## config.mk

```make
export PLATFORM = sky130hd
export DESIGN_NAME = smsp_top
export DESIGN_NICKNAME = d
export VERILOG_FILES = /design/src/rtl/smsp_pkg.sv /design/src/rtl/smsp_top.sv
export SDC_FILE = /design/constraint.sdc
export NUM_CORES = 1
export LEC_CHECK = 0
export BUFFER_PORTS_ARGS = -buffer_cell sky130_fd_sc_hd__buf_2
export CAP_MARGIN = 10
export CORE_MARGIN = 8
export CORE_UTILIZATION = 50
export DETAILED_ROUTE_END_ITERATION = 7
export MAX_ROUTING_LAYER = met4
export PLACE_DENSITY = 0.71
export SLEW_MARGIN = 20
export SYNTH_ARGS = -nofsm -noshare
export SYNTH_HDL_FRONTEND = slang
export SYNTH_SLANG_ARGS = --single-unit
```

## constraint.sdc

```tcl
create_clock -name mclk -period 5.54 [get_ports mclk]
set_clock_uncertainty 0.15 [all_clocks]
set_input_delay 0.277 -clock mclk [delete_from_list [all_inputs] [get_ports mclk]]
set_output_delay 0.277 -clock mclk [all_outputs]
set_load 0.02 [all_outputs]
```

## src/rtl/smsp_pkg.sv

```systemverilog
// constants and types of the synchronous master serial port
// Functional notes
// - no start or stop bits, data only
// - master when sync, clock master, enable set
// - both receive enables clear means transmit
// - master drives clock pin in both directions
// - one clock per data bit, no extras
// - polarity picks idle level and change edge
// - data changes on leading edge, holds
// - transmit drives data and clock pins
// - holding write starts, waits for shifter
// - nine-bit transmit takes ninth bit field
// - receive releases data pin, keeps clock
// - single receive clocks one character, clears
// - continuous runs; clearing aborts partial character
// - both set: single clears, continuous continues
// - sample data pin on trailing edge
// - two-entry fifo, flag while entries remain
// - third character sets overrun, keeps stored
// - overrun clear by read or continuous clear
// - nine-bit receive, ninth bit of oldest
package smsp_pkg;
  // ---------------------------------------------------------------
  // register byte offsets
  // ---------------------------------------------------------------
  localparam logic [7:0] ADDR_CTRL = 8'h00;
  localparam logic [7:0] ADDR_STAT = 8'h04;
  localparam logic [7:0] ADDR_TXD  = 8'h08;
  localparam logic [7:0] ADDR_RXD  = 8'h0c;
  localparam logic [7:0] ADDR_DIV  = 8'h10;
  // ---------------------------------------------------------------
  // control field positions
  // ---------------------------------------------------------------
  localparam int CTRL_W   = 11;
  localparam int CB_PORT  = 0;
  localparam int CB_SYNC  = 1;
  localparam int CB_CMST  = 2;
  localparam int CB_SNGL  = 3;
  localparam int CB_CONT  = 4;
  localparam int CB_TXON  = 5;
  localparam int CB_TNIN  = 6;
  localparam int CB_TBIT  = 7;
  localparam int CB_RNIN  = 8;
  localparam int CB_CPOL  = 9;
  localparam int CB_WIDE  = 10;
  localparam logic [CTRL_W-1:0] CTRL_RST = 11'h000;
  localparam logic [15:0]       DIV_RST  = 16'h0000;
  // ---------------------------------------------------------------
  // character sizes and bus answers
  // ---------------------------------------------------------------
  localparam logic [3:0] BITS8     = 4'h8;
  localparam logic [3:0] BITS9     = 4'h9;
  localparam logic [1:0] RESP_OKAY = 2'h0;
  localparam logic [1:0] RESP_SERR = 2'h2;
  // shift engine phases, gray along idle, lead, trail
  typedef enum logic [1:0] {
    ST_IDLE  = 2'b00,
    ST_LEAD  = 2'b01,
    ST_TRAIL = 2'b11
  } smsp_state_e;
endpackage : smsp_pkg

```

## src/rtl/smsp_top.sv

```systemverilog
// synchronous master serial port with axi4-lite register slave
//
// Local design decisions: register access over AXI4-Lite and the address map.
`timescale 1ns/1ps
`default_nettype none
module smsp_top #(
  parameter int RX_DEPTH = 2                     // receive fifo entries
) (
  input  wire  logic        mclk,                // system clock
  input  wire  logic        rstn,                // async reset, low
  input  wire  logic [7:0]  s_axi_awaddr,        // write address
  input  wire  logic        s_axi_awvalid,       // write address valid
  output var   logic        s_axi_awready,       // write address ready
  input  wire  logic [31:0] s_axi_wdata,         // write data
  input  wire  logic [3:0]  s_axi_wstrb,         // byte enables
  input  wire  logic        s_axi_wvalid,        // write data valid
  output var   logic        s_axi_wready,        // write data ready
  output var   logic [1:0]  s_axi_bresp,         // write response
  output var   logic        s_axi_bvalid,        // write response valid
  input  wire  logic        s_axi_bready,        // write response ready
  input  wire  logic [7:0]  s_axi_araddr,        // read address
  input  wire  logic        s_axi_arvalid,       // read address valid
  output var   logic        s_axi_arready,       // read address ready
  output var   logic [31:0] s_axi_rdata,         // read data
  output var   logic [1:0]  s_axi_rresp,         // read response
  output var   logic        s_axi_rvalid,        // read data valid
  input  wire  logic        s_axi_rready,        // read data ready
  output var   logic        clock_pin_o,         // shift clock out
  output var   logic        clock_pin_oe,        // clock driver on
  input  wire  logic        data_pin_i,          // data line in
  output var   logic        data_pin_o,          // data line out
  output var   logic        data_pin_oe          // data driver on
);
  import smsp_pkg::*;

  localparam int PW = (RX_DEPTH > 1) ? $clog2(RX_DEPTH) : 1;
  localparam int CW = $clog2(RX_DEPTH + 1);
  localparam logic [CW-1:0] FULL_CNT = CW'(RX_DEPTH);

  // ---------------------------------------------------------------
  // helpers
  // ---------------------------------------------------------------
  // byte-lane merge for writable registers
  function automatic logic [31:0] lane_merge(input logic [31:0] old_v, input logic [31:0] new_v,
                                             input logic [3:0] strb);
    logic [31:0] r;
    r = old_v;
    for (int i = 0; i < 4; i++) begin
      if (strb[i]) begin
        r[i*8 +: 8] = new_v[i*8 +: 8];
      end
    end
    return r;
  endfunction : lane_merge

  // fifo pointer advance with wrap at the depth
  function automatic logic [PW-1:0] ptr_add(input logic [PW-1:0] p, input logic [CW-1:0] n);
    logic [CW+PW-1:0] s;
    s = (CW+PW)'(p) + (CW+PW)'(n);
    if (s >= (CW+PW)'(RX_DEPTH)) begin
      s = s - (CW+PW)'(RX_DEPTH);
    end
    return s[PW-1:0];
  endfunction : ptr_add

  // ---------------------------------------------------------------
  // state declarations
  // ---------------------------------------------------------------
  logic [CTRL_W-1:0] ctrl_ff;
  logic [15:0]       div_ff;
  logic [7:0]        hold_ff;
  logic              hold_full_ff;
  logic              dt_meta_ff;
  logic              dt_sync_ff;
  smsp_state_e       state_ff;
  smsp_state_e       nxt_state;
  logic [3:0]        bitcnt_ff;
  logic [8:0]        tsh_ff;
  logic [8:0]        rsh_ff;
  logic              is_rx_ff;
  logic              nine_ff;
  logic [15:0]       tick_cnt_ff;
  logic [8:0]        fifo_ff [RX_DEPTH];
  logic [PW-1:0]     rd_ptr_ff;
  logic [CW-1:0]     cnt_ff;
  logic              ovr_ff;
  logic              ovr_cont_ff;
  logic              aw_have_ff;
  logic              w_have_ff;
  logic [7:0]        awaddr_ff;
  logic [31:0]       wdata_ff;
  logic [3:0]        wstrb_ff;

  // ---------------------------------------------------------------
  // bus handshakes and decode
  // ---------------------------------------------------------------
  logic        aw_hs, w_hs, ar_hs, do_wr;
  logic        nxt_aw_have, nxt_w_have, nxt_bvalid, nxt_rvalid;
  logic        wr_ctrl, wr_txd, wr_div, wr_ok, rd_rx;
  logic [31:0] ctrl_merged, div_merged;
  assign aw_hs       = s_axi_awvalid & s_axi_awready;
  assign w_hs        = s_axi_wvalid & s_axi_wready;
  assign ar_hs       = s_axi_arvalid & s_axi_arready;
  assign do_wr       = aw_have_ff & w_have_ff & ~s_axi_bvalid;
  assign nxt_aw_have = do_wr ? 1'b0 : (aw_have_ff | aw_hs);
  assign nxt_w_have  = do_wr ? 1'b0 : (w_have_ff | w_hs);
  assign nxt_bvalid  = do_wr | (s_axi_bvalid & ~s_axi_bready);
  assign nxt_rvalid  = ar_hs | (s_axi_rvalid & ~s_axi_rready);
  assign wr_ctrl     = do_wr & (awaddr_ff == ADDR_CTRL);
  assign wr_txd      = do_wr & (awaddr_ff == ADDR_TXD) & wstrb_ff[0];
  assign wr_div      = do_wr & (awaddr_ff == ADDR_DIV);
  assign wr_ok       = (awaddr_ff == ADDR_CTRL) | (awaddr_ff == ADDR_STAT) | (awaddr_ff == ADDR_TXD)
                     | (awaddr_ff == ADDR_RXD) | (awaddr_ff == ADDR_DIV);
  assign rd_rx       = ar_hs & (s_axi_araddr == ADDR_RXD);
  assign ctrl_merged = lane_merge(32'(ctrl_ff), wdata_ff, wstrb_ff);
  assign div_merged  = lane_merge(32'(div_ff), wdata_ff, wstrb_ff);

  // ---------------------------------------------------------------
  // port mode and engine control terms
  // ---------------------------------------------------------------
  logic        port_on, port_act, rx_dir, tick, start_tx, start_rx, abort, done, rx_done;
  logic        push, pop, ovr_set, ovr_clr;
  logic [15:0] div_eff;
  logic [8:0]  rx_word;
  logic [PW-1:0] wr_idx;
  assign port_on  = ctrl_ff[CB_PORT];
  assign port_act = port_on & ctrl_ff[CB_SYNC] & ctrl_ff[CB_CMST];
  assign rx_dir   = ctrl_ff[CB_SNGL] | ctrl_ff[CB_CONT];
  assign div_eff  = ctrl_ff[CB_WIDE] ? div_ff : {8'h00, div_ff[7:0]};
  assign tick     = (tick_cnt_ff == div_eff);
  assign start_tx = port_act & ~rx_dir & ctrl_ff[CB_TXON] & hold_full_ff;
  assign start_rx = port_act & rx_dir & ~ovr_ff;
  // dropping continuous receive with single off kills the character
  assign abort    = (state_ff != ST_IDLE)
                  & (~port_act | (is_rx_ff & ~ctrl_ff[CB_SNGL] & ~ctrl_ff[CB_CONT]));
  assign done     = (state_ff == ST_TRAIL) & tick & (bitcnt_ff == 4'h1) & ~abort;
  assign rx_done  = done & is_rx_ff;
  assign rx_word  = nine_ff ? rsh_ff : {1'b0, rsh_ff[8:1]};
  assign push     = rx_done & ~ovr_ff & (cnt_ff != FULL_CNT);
  assign ovr_set  = rx_done & ~ovr_ff & (cnt_ff == FULL_CNT);
  assign pop      = rd_rx & (cnt_ff != '0);
  assign ovr_clr  = ovr_ff & (ovr_cont_ff ? ~ctrl_ff[CB_CONT] : rd_rx);
  assign wr_idx   = ptr_add(rd_ptr_ff, cnt_ff);

  // ---------------------------------------------------------------
  // axi4-lite write channel
  // ---------------------------------------------------------------
  // ready comes from a flop so one address and one data at a time
  always_ff @(posedge mclk or negedge rstn) begin
    if (!rstn) begin
      aw_have_ff    <= 1'b0;
      w_have_ff     <= 1'b0;
      awaddr_ff     <= 8'h00;
      wdata_ff      <= 32'h0000_0000;
      wstrb_ff      <= 4'h0;
      s_axi_awready <= 1'b0;
      s_axi_wready  <= 1'b0;
      s_axi_bvalid  <= 1'b0;
      s_axi_bresp   <= RESP_OKAY;
    end else begin
      aw_have_ff    <= nxt_aw_have;
      w_have_ff     <= nxt_w_have;
      s_axi_awready <= ~nxt_aw_have & ~nxt_bvalid;
      s_axi_wready  <= ~nxt_w_have & ~nxt_bvalid;
      s_axi_bvalid  <= nxt_bvalid;
      if (aw_hs) begin
        awaddr_ff <= s_axi_awaddr;
      end
      if (w_hs) begin
        wdata_ff <= s_axi_wdata;
        wstrb_ff <= s_axi_wstrb;
      end
      if (do_wr) begin
        s_axi_bresp <= wr_ok ? RESP_OKAY : RESP_SERR;
      end
    end
  end

  // ---------------------------------------------------------------
  // axi4-lite read channel
  // ---------------------------------------------------------------
  logic [31:0] rd_mux;
  logic        rd_ok;
  always_comb begin
    rd_mux = 32'h0000_0000;
    rd_ok  = 1'b1;
    unique case (s_axi_araddr)
      ADDR_CTRL: rd_mux = 32'(ctrl_ff);
      ADDR_STAT: rd_mux = {27'h0, state_ff == ST_IDLE, ~hold_full_ff, fifo_ff[rd_ptr_ff][8],
                           cnt_ff != '0, ovr_ff};
      ADDR_TXD:  rd_mux = {24'h0, hold_ff};
      ADDR_RXD:  rd_mux = {24'h0, fifo_ff[rd_ptr_ff][7:0]};
      ADDR_DIV:  rd_mux = {16'h0, div_ff};
      default:   rd_ok  = 1'b0;
    endcase
  end

  // read answer is taken at the address handshake
  always_ff @(posedge mclk or negedge rstn) begin
    if (!rstn) begin
      s_axi_arready <= 1'b0;
      s_axi_rvalid  <= 1'b0;
      s_axi_rdata   <= 32'h0000_0000;
      s_axi_rresp   <= RESP_OKAY;
    end else begin
      s_axi_arready <= ~nxt_rvalid;
      s_axi_rvalid  <= nxt_rvalid;
      if (ar_hs) begin
        s_axi_rdata <= rd_mux;
        s_axi_rresp <= rd_ok ? RESP_OKAY : RESP_SERR;
      end
    end
  end

  // ---------------------------------------------------------------
  // configuration registers
  // ---------------------------------------------------------------
  // software write beats the hardware clear of single receive
  always_ff @(posedge mclk or negedge rstn) begin
    if (!rstn) begin
      ctrl_ff <= CTRL_RST;
    end else if (wr_ctrl) begin
      ctrl_ff <= ctrl_merged[CTRL_W-1:0];
    end else if (rx_done | ~port_on) begin
      ctrl_ff[CB_SNGL] <= 1'b0;
    end
  end

  always_ff @(posedge mclk or negedge rstn) begin
    if (!rstn) begin
      div_ff <= DIV_RST;
    end else if (wr_div) begin
      div_ff <= div_merged[15:0];
    end
  end

  // holding register: a fresh write survives a same-cycle transfer
  always_ff @(posedge mclk or negedge rstn) begin
    if (!rstn) begin
      hold_ff      <= 8'h00;
      hold_full_ff <= 1'b0;
    end else begin
      if (wr_txd) begin
        hold_ff <= wdata_ff[7:0];
      end
      hold_full_ff <= port_on & (wr_txd | (hold_full_ff & ~(start_tx & (state_ff == ST_IDLE))));
    end
  end

  // ---------------------------------------------------------------
  // data pin synchroniser
  // ---------------------------------------------------------------
  always_ff @(posedge mclk or negedge rstn) begin
    if (!rstn) begin
      dt_meta_ff <= 1'b0;
      dt_sync_ff <= 1'b0;
    end else begin
      dt_meta_ff <= data_pin_i;
      dt_sync_ff <= dt_meta_ff;
    end
  end

  // ---------------------------------------------------------------
  // shift engine
  // ---------------------------------------------------------------
  // each bit is a lead half then a trail half of div+1 cycles
  always_comb begin
    nxt_state = state_ff;
    unique case (state_ff)
      ST_IDLE:  if (start_tx | start_rx) nxt_state = ST_LEAD;
      ST_LEAD:  if (tick) nxt_state = ST_TRAIL;
      ST_TRAIL: if (tick) nxt_state = (bitcnt_ff == 4'h1) ? ST_IDLE : ST_LEAD;
      default:  nxt_state = ST_IDLE;
    endcase
    if (abort) begin
      nxt_state = ST_IDLE;
    end
  end

  always_ff @(posedge mclk or negedge rstn) begin
    if (!rstn) begin
      state_ff  <= ST_IDLE;
      bitcnt_ff <= 4'h0;
      tsh_ff    <= 9'h000;
      rsh_ff    <= 9'h000;
      is_rx_ff  <= 1'b0;
      nine_ff   <= 1'b0;
    end else begin
      state_ff <= nxt_state;
      if (!abort) begin
        unique case (state_ff)
          ST_IDLE: begin
            if (start_tx) begin
              tsh_ff    <= {ctrl_ff[CB_TBIT], hold_ff};
              bitcnt_ff <= ctrl_ff[CB_TNIN] ? BITS9 : BITS8;
              nine_ff   <= ctrl_ff[CB_TNIN];
              is_rx_ff  <= 1'b0;
            end else if (start_rx) begin
              bitcnt_ff <= ctrl_ff[CB_RNIN] ? BITS9 : BITS8;
              nine_ff   <= ctrl_ff[CB_RNIN];
              is_rx_ff  <= 1'b1;
            end
          end
          ST_LEAD: begin
            if (tick & is_rx_ff) begin
              rsh_ff <= {dt_sync_ff, rsh_ff[8:1]};
            end
          end
          ST_TRAIL: begin
            if (tick & (bitcnt_ff != 4'h1)) begin
              bitcnt_ff <= bitcnt_ff - 4'h1;
              tsh_ff    <= {1'b0, tsh_ff[8:1]};
            end
          end
          default: ;
        endcase
      end
    end
  end

  // half-period counter restarts at each phase boundary
  always_ff @(posedge mclk or negedge rstn) begin
    if (!rstn) begin
      tick_cnt_ff <= 16'h0000;
    end else if ((state_ff == ST_IDLE) | tick | abort) begin
      tick_cnt_ff <= 16'h0000;
    end else begin
      tick_cnt_ff <= tick_cnt_ff + 16'h0001;
    end
  end

  // ---------------------------------------------------------------
  // receive fifo and overrun
  // ---------------------------------------------------------------
  // overrun set wins over its clear; clearing enable empties all
  always_ff @(posedge mclk or negedge rstn) begin
    if (!rstn) begin
      rd_ptr_ff   <= '0;
      cnt_ff      <= '0;
      ovr_ff      <= 1'b0;
      ovr_cont_ff <= 1'b0;
      for (int i = 0; i < RX_DEPTH; i++) begin
        fifo_ff[i] <= 9'h000;
      end
    end else if (!port_on) begin
      rd_ptr_ff <= '0;
      cnt_ff    <= '0;
      ovr_ff    <= 1'b0;
    end else begin
      if (push) begin
        fifo_ff[wr_idx] <= rx_word;
      end
      if (pop) begin
        rd_ptr_ff <= ptr_add(rd_ptr_ff, CW'(1));
      end
      cnt_ff <= cnt_ff + CW'(push) - CW'(pop);
      if (ovr_set) begin
        ovr_ff      <= 1'b1;
        ovr_cont_ff <= ctrl_ff[CB_CONT];
      end else if (ovr_clr) begin
        ovr_ff <= 1'b0;
      end
    end
  end

  // ---------------------------------------------------------------
  // pin drivers
  // ---------------------------------------------------------------
  // clock sits at idle level except in lead halves
  always_ff @(posedge mclk or negedge rstn) begin
    if (!rstn) begin
      clock_pin_o  <= 1'b0;
      clock_pin_oe <= 1'b0;
      data_pin_o   <= 1'b0;
      data_pin_oe  <= 1'b0;
    end else begin
      clock_pin_o  <= (nxt_state == ST_LEAD) ? ~ctrl_ff[CB_CPOL] : ctrl_ff[CB_CPOL];
      clock_pin_oe <= port_act;
      data_pin_oe  <= port_act & ~rx_dir;
      if ((state_ff == ST_IDLE) & start_tx & ~abort) begin
        data_pin_o <= hold_ff[0];
      end else if ((state_ff == ST_TRAIL) & tick & (bitcnt_ff != 4'h1) & ~is_rx_ff) begin
        data_pin_o <= tsh_ff[1];
      end
    end
  end
endmodule : smsp_top
`default_nettype wire

```

-- Word-level counts from Yosys, hierarchy flattened
Index checks and enable logic that the tools add are counted.
- add/sub/neg operators: 8
- multipliers: 0
- divide/modulo/power cells: 0
- $lt $le $gt $ge: 5
- equality and inequality tests: 22
- shift-type cells: 0
- mux-type cells: 49
- bitwise logic cells: 76
- reduce and logical (&&, ||, !) cells: 22
- operators with widths (kind ; count):
    $pmux W16 S5 ; 1
    $mux W9 ; 7
    $and A1 B1 Y1 ; 41
    $eq A8 B4 Y1 const B ; 4
    $mux W16 ; 2
    $mux W1 ; 23
    $bwmux W18 ; 1
    $not A1 Y1 ; 18
    $pmux W9 S2 ; 1
    $add A16 B1 Y16 const B ; 1
    $eq A16 B16 Y1 ; 1
    $eq A8 B3 Y1 const B ; 2
    $eq A8 B5 Y1 const B ; 2
    $logic_not A8 Y1 ; 2
    $mux W4 ; 4
    $or A1 B1 Y1 ; 15
    $mux W2 ; 7
    $reduce_and A2 Y1 ; 7
    $reduce_bool A2 Y1 ; 6
    $demux W9 S1 ; 1
    $ne A2 B2 Y1 const B ; 4
    $pmux W4 S2 ; 1
    $reduce_and A4 Y1 ; 2
    $ge A2 B2 Y1 const B ; 3
    21 further kinds ; 26
- register bits: 176
- latch bits: 0
- RAM bits: 0
- memory bits (read-only): 0
- output and inout bits: 45
- logic and storage cells: 221
- memories: 0

-- Longest topological paths before layout
- depth after elaboration: 13
- gate-level depth with buffers: 12
- gate-level depth less buffers: 12

-- Least setup slack after synthesis
Ideal clock, no wire load.
- kind: input -> register
- start point: input s_axi_araddr[1]
- end point: register cnt_ff[1]
- arrival time: 2.230 ns
- data required time: 5.271 ns
- path slack: 3.041 ns
- stages: 10
- cell sequence: or4_1 nor3_1 nand3_2 nor2_1 o21a_1 ha_1 inv_1 ha_1 xnor2_1 and2_1
- word-level cells in the longest chain between the ends: 5
- ends and longest elaborated chain (what ; line ; text):
    start, declared ; smsp_top.sv:21 ; input wire logic [7:0] s_axi_araddr,
    $eq A8 B4 Y1 ; smsp_top.sv:114 ; assign rd_rx = ar_hs & (s_axi_araddr == ADDR_RXD);
    $and A1 B1 Y1 ; smsp_top.sv:114 ;
    $and A1 B1 Y1 ; smsp_top.sv:141 ; assign pop = rd_rx & (cnt_ff != '0);
    $sub A2 B1 Y2 ; smsp_top.sv:356 ; cnt_ff <= cnt_ff + CW'(push) - CW'(pop);
    $mux W2 ; smsp_top.sv:345 ; end else if (!port_on) begin
    end signal, assigned ; smsp_top.sv:356 ;
    end, declared ; smsp_top.sv:85 ; logic [CW-1:0] cnt_ff;
Every way passes these cells.
A chain may end at the register's enable or synchronous reset.

-- Final worst setup path
- start point: register state_ff[1]
- end point: register ovr_cont_ff
- word-level cells in the longest chain between the ends: 8
- elaborated cells between the ends (all ways): 11
- those cells by class: eq/ne (1); bitwise (8); reduce/logical (2)
- ends and longest elaborated chain (what ; line ; text):
    start, declared ; smsp_top.sv:75 ; smsp_state_e state_ff;
    start signal, assigned ; smsp_top.sv:289 ; state_ff <= nxt_state;
    $eq A2 B2 Y1 / $reduce_bool A2 Y1 (equally long branches) ; smsp_top.sv:136, smsp_top.sv:134 ;
    $and A1 B1 Y1, on equally long branches ; smsp_top.sv:136, smsp_top.sv:135 ;
    $and A1 B1 Y1 / $not A1 Y1 (equally long branches) ; n/a ;
    $and A1 B1 Y1 (*) ; smsp_top.sv:136 ; assign done = (state_ff == ST_TRAIL) & tick & (bitcnt_ff == 4'h1) & ~abort;
    $and A1 B1 Y1 (*) ; smsp_top.sv:137 ; assign rx_done = done & is_rx_ff;
    $and A1 B1 Y1 (*) (2 in series) ; smsp_top.sv:140 ; assign ovr_set = rx_done & ~ovr_ff & (cnt_ff == FULL_CNT);
    $reduce_and A2 Y1 (no line) (*) ; n/a ;
    end signal, assigned ; smsp_top.sv:359 ; ovr_cont_ff <= ctrl_ff[CB_CONT];
    end, declared ; smsp_top.sv:87 ; logic ovr_cont_ff;
Every way passes the cells marked *; elsewhere a longest branch is shown, timed or not.

==> flow_metrics.tcl <==
set metrics [dict create \
    finalCriticalPeriod_ps 3031 \
    cts_num_sinks 157 \
    dpl.hpwl_mm 11.80 \
    final-setup-viol-count 0 \
    dr.pass1.iters 6 \
    syn_inst 627 \
    synth_top_flop_cell "dfrtp_1" \
    synth.top_cell.area_share_pct 53.13 \
    fin_setup_tns_ps 0 \
    area_growth_pct 17.21 \
    min_from "s_axi_arvalid" \
    grt_pass1_wl_mm 27.68 \
    grt_use_total_pct 19.50 \
    worst_pin_slew_ps 984.0 \
    rr_endpoint "ovr_cont_ff$_DFFE_PN0P_" \
    layout_setup_ws_ps 2509 \
    holdWs_ps 112.3 \
    worstPathMaxFanout 17 \
    synth_edf_count 0 \
    critPathKind "register to register" \
    clkTransAtPathRegs_ps 60 \
    vias_per_cell 5.677 \
    required_ps 5700 \
    hp-class "input port to register" \
    final_area_sq_mm 0.008667 \
    core_area_sq_mm 0.01448 \
    slew_headroom_pct 34.40 \
    avgSynthCellArea_sq_um 11.79 \
    powerDensity_mw_per_mm2 340.5 \
    post_cts_resized 0 \
    cts_tree "done" \
    die_h_microns 137.6 \
    yosysUniqueCellTypes 58 \
    rows 44 \
    nFillCells 1133 \
    cp-start-kind "register" \
    clk_path_buf_depth 2 \
    syn-cell-area_sq_mm 0.007395 \
    maxCapViolCount 0 \
    grt_pass1_vias 5409 \
    antenna_found_initial 1 \
    htree_levels 4 \
    portBuffers 68 \
    slew_viol_final 0 \
    ys_top_cells_by_area "dfrtp_1 (53%), mux2_2 (15%), xor2_1 (2.7%)" \
    hold_buffers 31 \
    post-place-ws_ps 2606 \
    fmaxAchievable_mhz 329.9 \
    irDropWorstVdd_mv 0.2352 \
    leakagePower_nw 4.109 \
    synth-async-reset-ratio_pct 100.0 \
    reg2regPathDepth 6 \
    gp_congestion 0.8798 \
    ys_ff_latch 157 \
    seq_area_frac_synth_pct 53.13 \
    drcViolationCount 0 \
    drtIter0Drc 313 \
    reg2reg_slack_ps 2510 \
    rsz0062_at_grt "false" \
    grt-ovfl-total 0 \
    final_common_cell "dfrtp_1" \
    rr_startpoint "state_ff[1]$_DFF_PN0_" \
    nets 793 \
    regArea_sq_mm 0.003929 \
    wl_per_cell_microns 18.59 \
    grt_max_degree 96 \
    hold_end "s_axi_rresp[1]$_DFFE_PN0P_" \
    layout_common_cells "dfrtp_1 (157), mux2_2 (98), buf_2 (67), nand2_1 (52), nor2_1 (35)" \
    drive_above_1_share_pct 28.47 \
    synthesis.yosys.warnings 0 \
    synth_top_area_cell "dfrtp_1" \
    wl_mm 17.09 \
    ios 105 \
    post_cts_buffers 0 \
    initial_core_util_pct 51.07 \
    fin_crit_sh_pct 54.72 \
    status "complete, no violations" \
    vias 5217 \
    cts-root-buf "clkbuf_16" \
    hold_depth 3 \
    hold_violations 0 \
    crit_path_end_kind "register" \
    postRouteAntennaNets 0 \
    placed_cell_area_sq_mm 0.007802 \
    arrival_ps 3190 \
    numCtsBuffers 17 \
    dieArea_sq_mm 0.01894 \
    clk_latency_ps 420 \
    multi_input_area_sq_mm 0.003241 \
    die_x_microns 137.6 \
]
critical path, stage by stage, from the launching register on:
cell,delay [ps]
dfrtp_1,420
ha_1,690
and2_1,260
nand3b_1,150
nor4_1,760
nand3_1,170
mux2_2,310
report_power, final:
part           leakage (nW)  switching, mW  internal (mW)
clock                 0.261          0.461          0.656
combinational          1.74          0.198          0.201
sequential             2.11          0.135           1.30
total                  4.11          0.794           2.16
state kept, by name, indices dropped and copies added (netlist names), 9 cells and up:
signal       flops
fifo_ff         18
tick_cnt_ff     16
div_ff          16
rsh_ff           9
ctrl_ff         11
s_axi_rdata     16
wdata_ff        16
stage by stage:
stage	util, %	total power, mW	instances
after floorplan	-	1.699	644
after global placement	53.89	1.809	858
after detailed placement	53.89	1.832	858
after CTS	59.84	2.964	918
after global routing	59.86	3.070	919
final	59.86	2.952	919
Yosys cell counts, types with 4 or more instances:
library cell / n
buf_4: 20
xnor2_1: 8
xor2_1: 23
o22ai_1: 4
mux2i_1: 19
nor3_1: 15
and3_1: 6
nor3b_1: 4
nor2_1: 35
inv_1: 13
nand3_1: 18
dfrtp_1: 157
clkbuf_1: 12
o21ai_0: 31
a22oi_1: 7
a222oi_1: 4
a22o_1: 5
a21oi_1: 10
and2_1: 8
mux2_2: 98
ha_1: 9
o21a_1: 7
nand2_1: 52
nand4b_1: 4
worst max path at each step:
| stage | from | end | cells past startpoint |
|---|---|---|---|
| 2_1_floorplan | s_axi_araddr[1] | cnt_ff[1]$_DFF_PN0_ | 10 |
| 3_3_place_gp | state_ff[1]$_DFF_PN0_ | ovr_cont_ff$_DFFE_PN0P_ | 6 |
| 3_5_place_dp | state_ff[1]$_DFF_PN0_ | ovr_cont_ff$_DFFE_PN0P_ | 6 |
| 4_1_cts | state_ff[1]$_DFF_PN0_ | ovr_cont_ff$_DFFE_PN0P_ | 6 |
| 5_1_grt | state_ff[1]$_DFF_PN0_ | ovr_cont_ff$_DFFE_PN0P_ | 6 |
| 6_report | state_ff[1]$_DFF_PN0_ | ovr_cont_ff$_DFFE_PN0P_ | 6 |
area by class of cell:
cell class	instances	share of cell area, %
diodes	1	0.02887
clock buffers	19	4.995
clock inverters	10	1.371
inverters	13	0.5630
multi-input cells	435	37.39
flip-flops and latches	157	45.33
well taps	184	2.656
repair buffers	100	7.666
routing by layer:
| layer | global-route usage [%] | vias to the layer above | wire length (microns) |
|---|---|---|---|
| li1 | - | 2385 | - |
| met1 | 23.91 | 2621 | 7283 |
| met2 | 30.94 | 185 | 8502 |
| met3 | 4.850 | 26 | 1030 |
| met4 | 6.639 | 0 | 269 |
| met5 | - | - | 0 |
logic make-up after synthesis:
group | Yosys count | synth area share, %
AOI/OAI and AO/OA | 90 | 8.426
buffers and inverters | 52 | 3.909
muxes | 118 | 17.70
other | 1 | 0.05071
DFF | 157 | 53.13
and+or+nand+nor | 169 | 11.59
adders and majority gates | 9 | 1.523
xor gates and xnor gates | 31 | 3.672
Note: power is estimated with default switching activity, not from simulation.
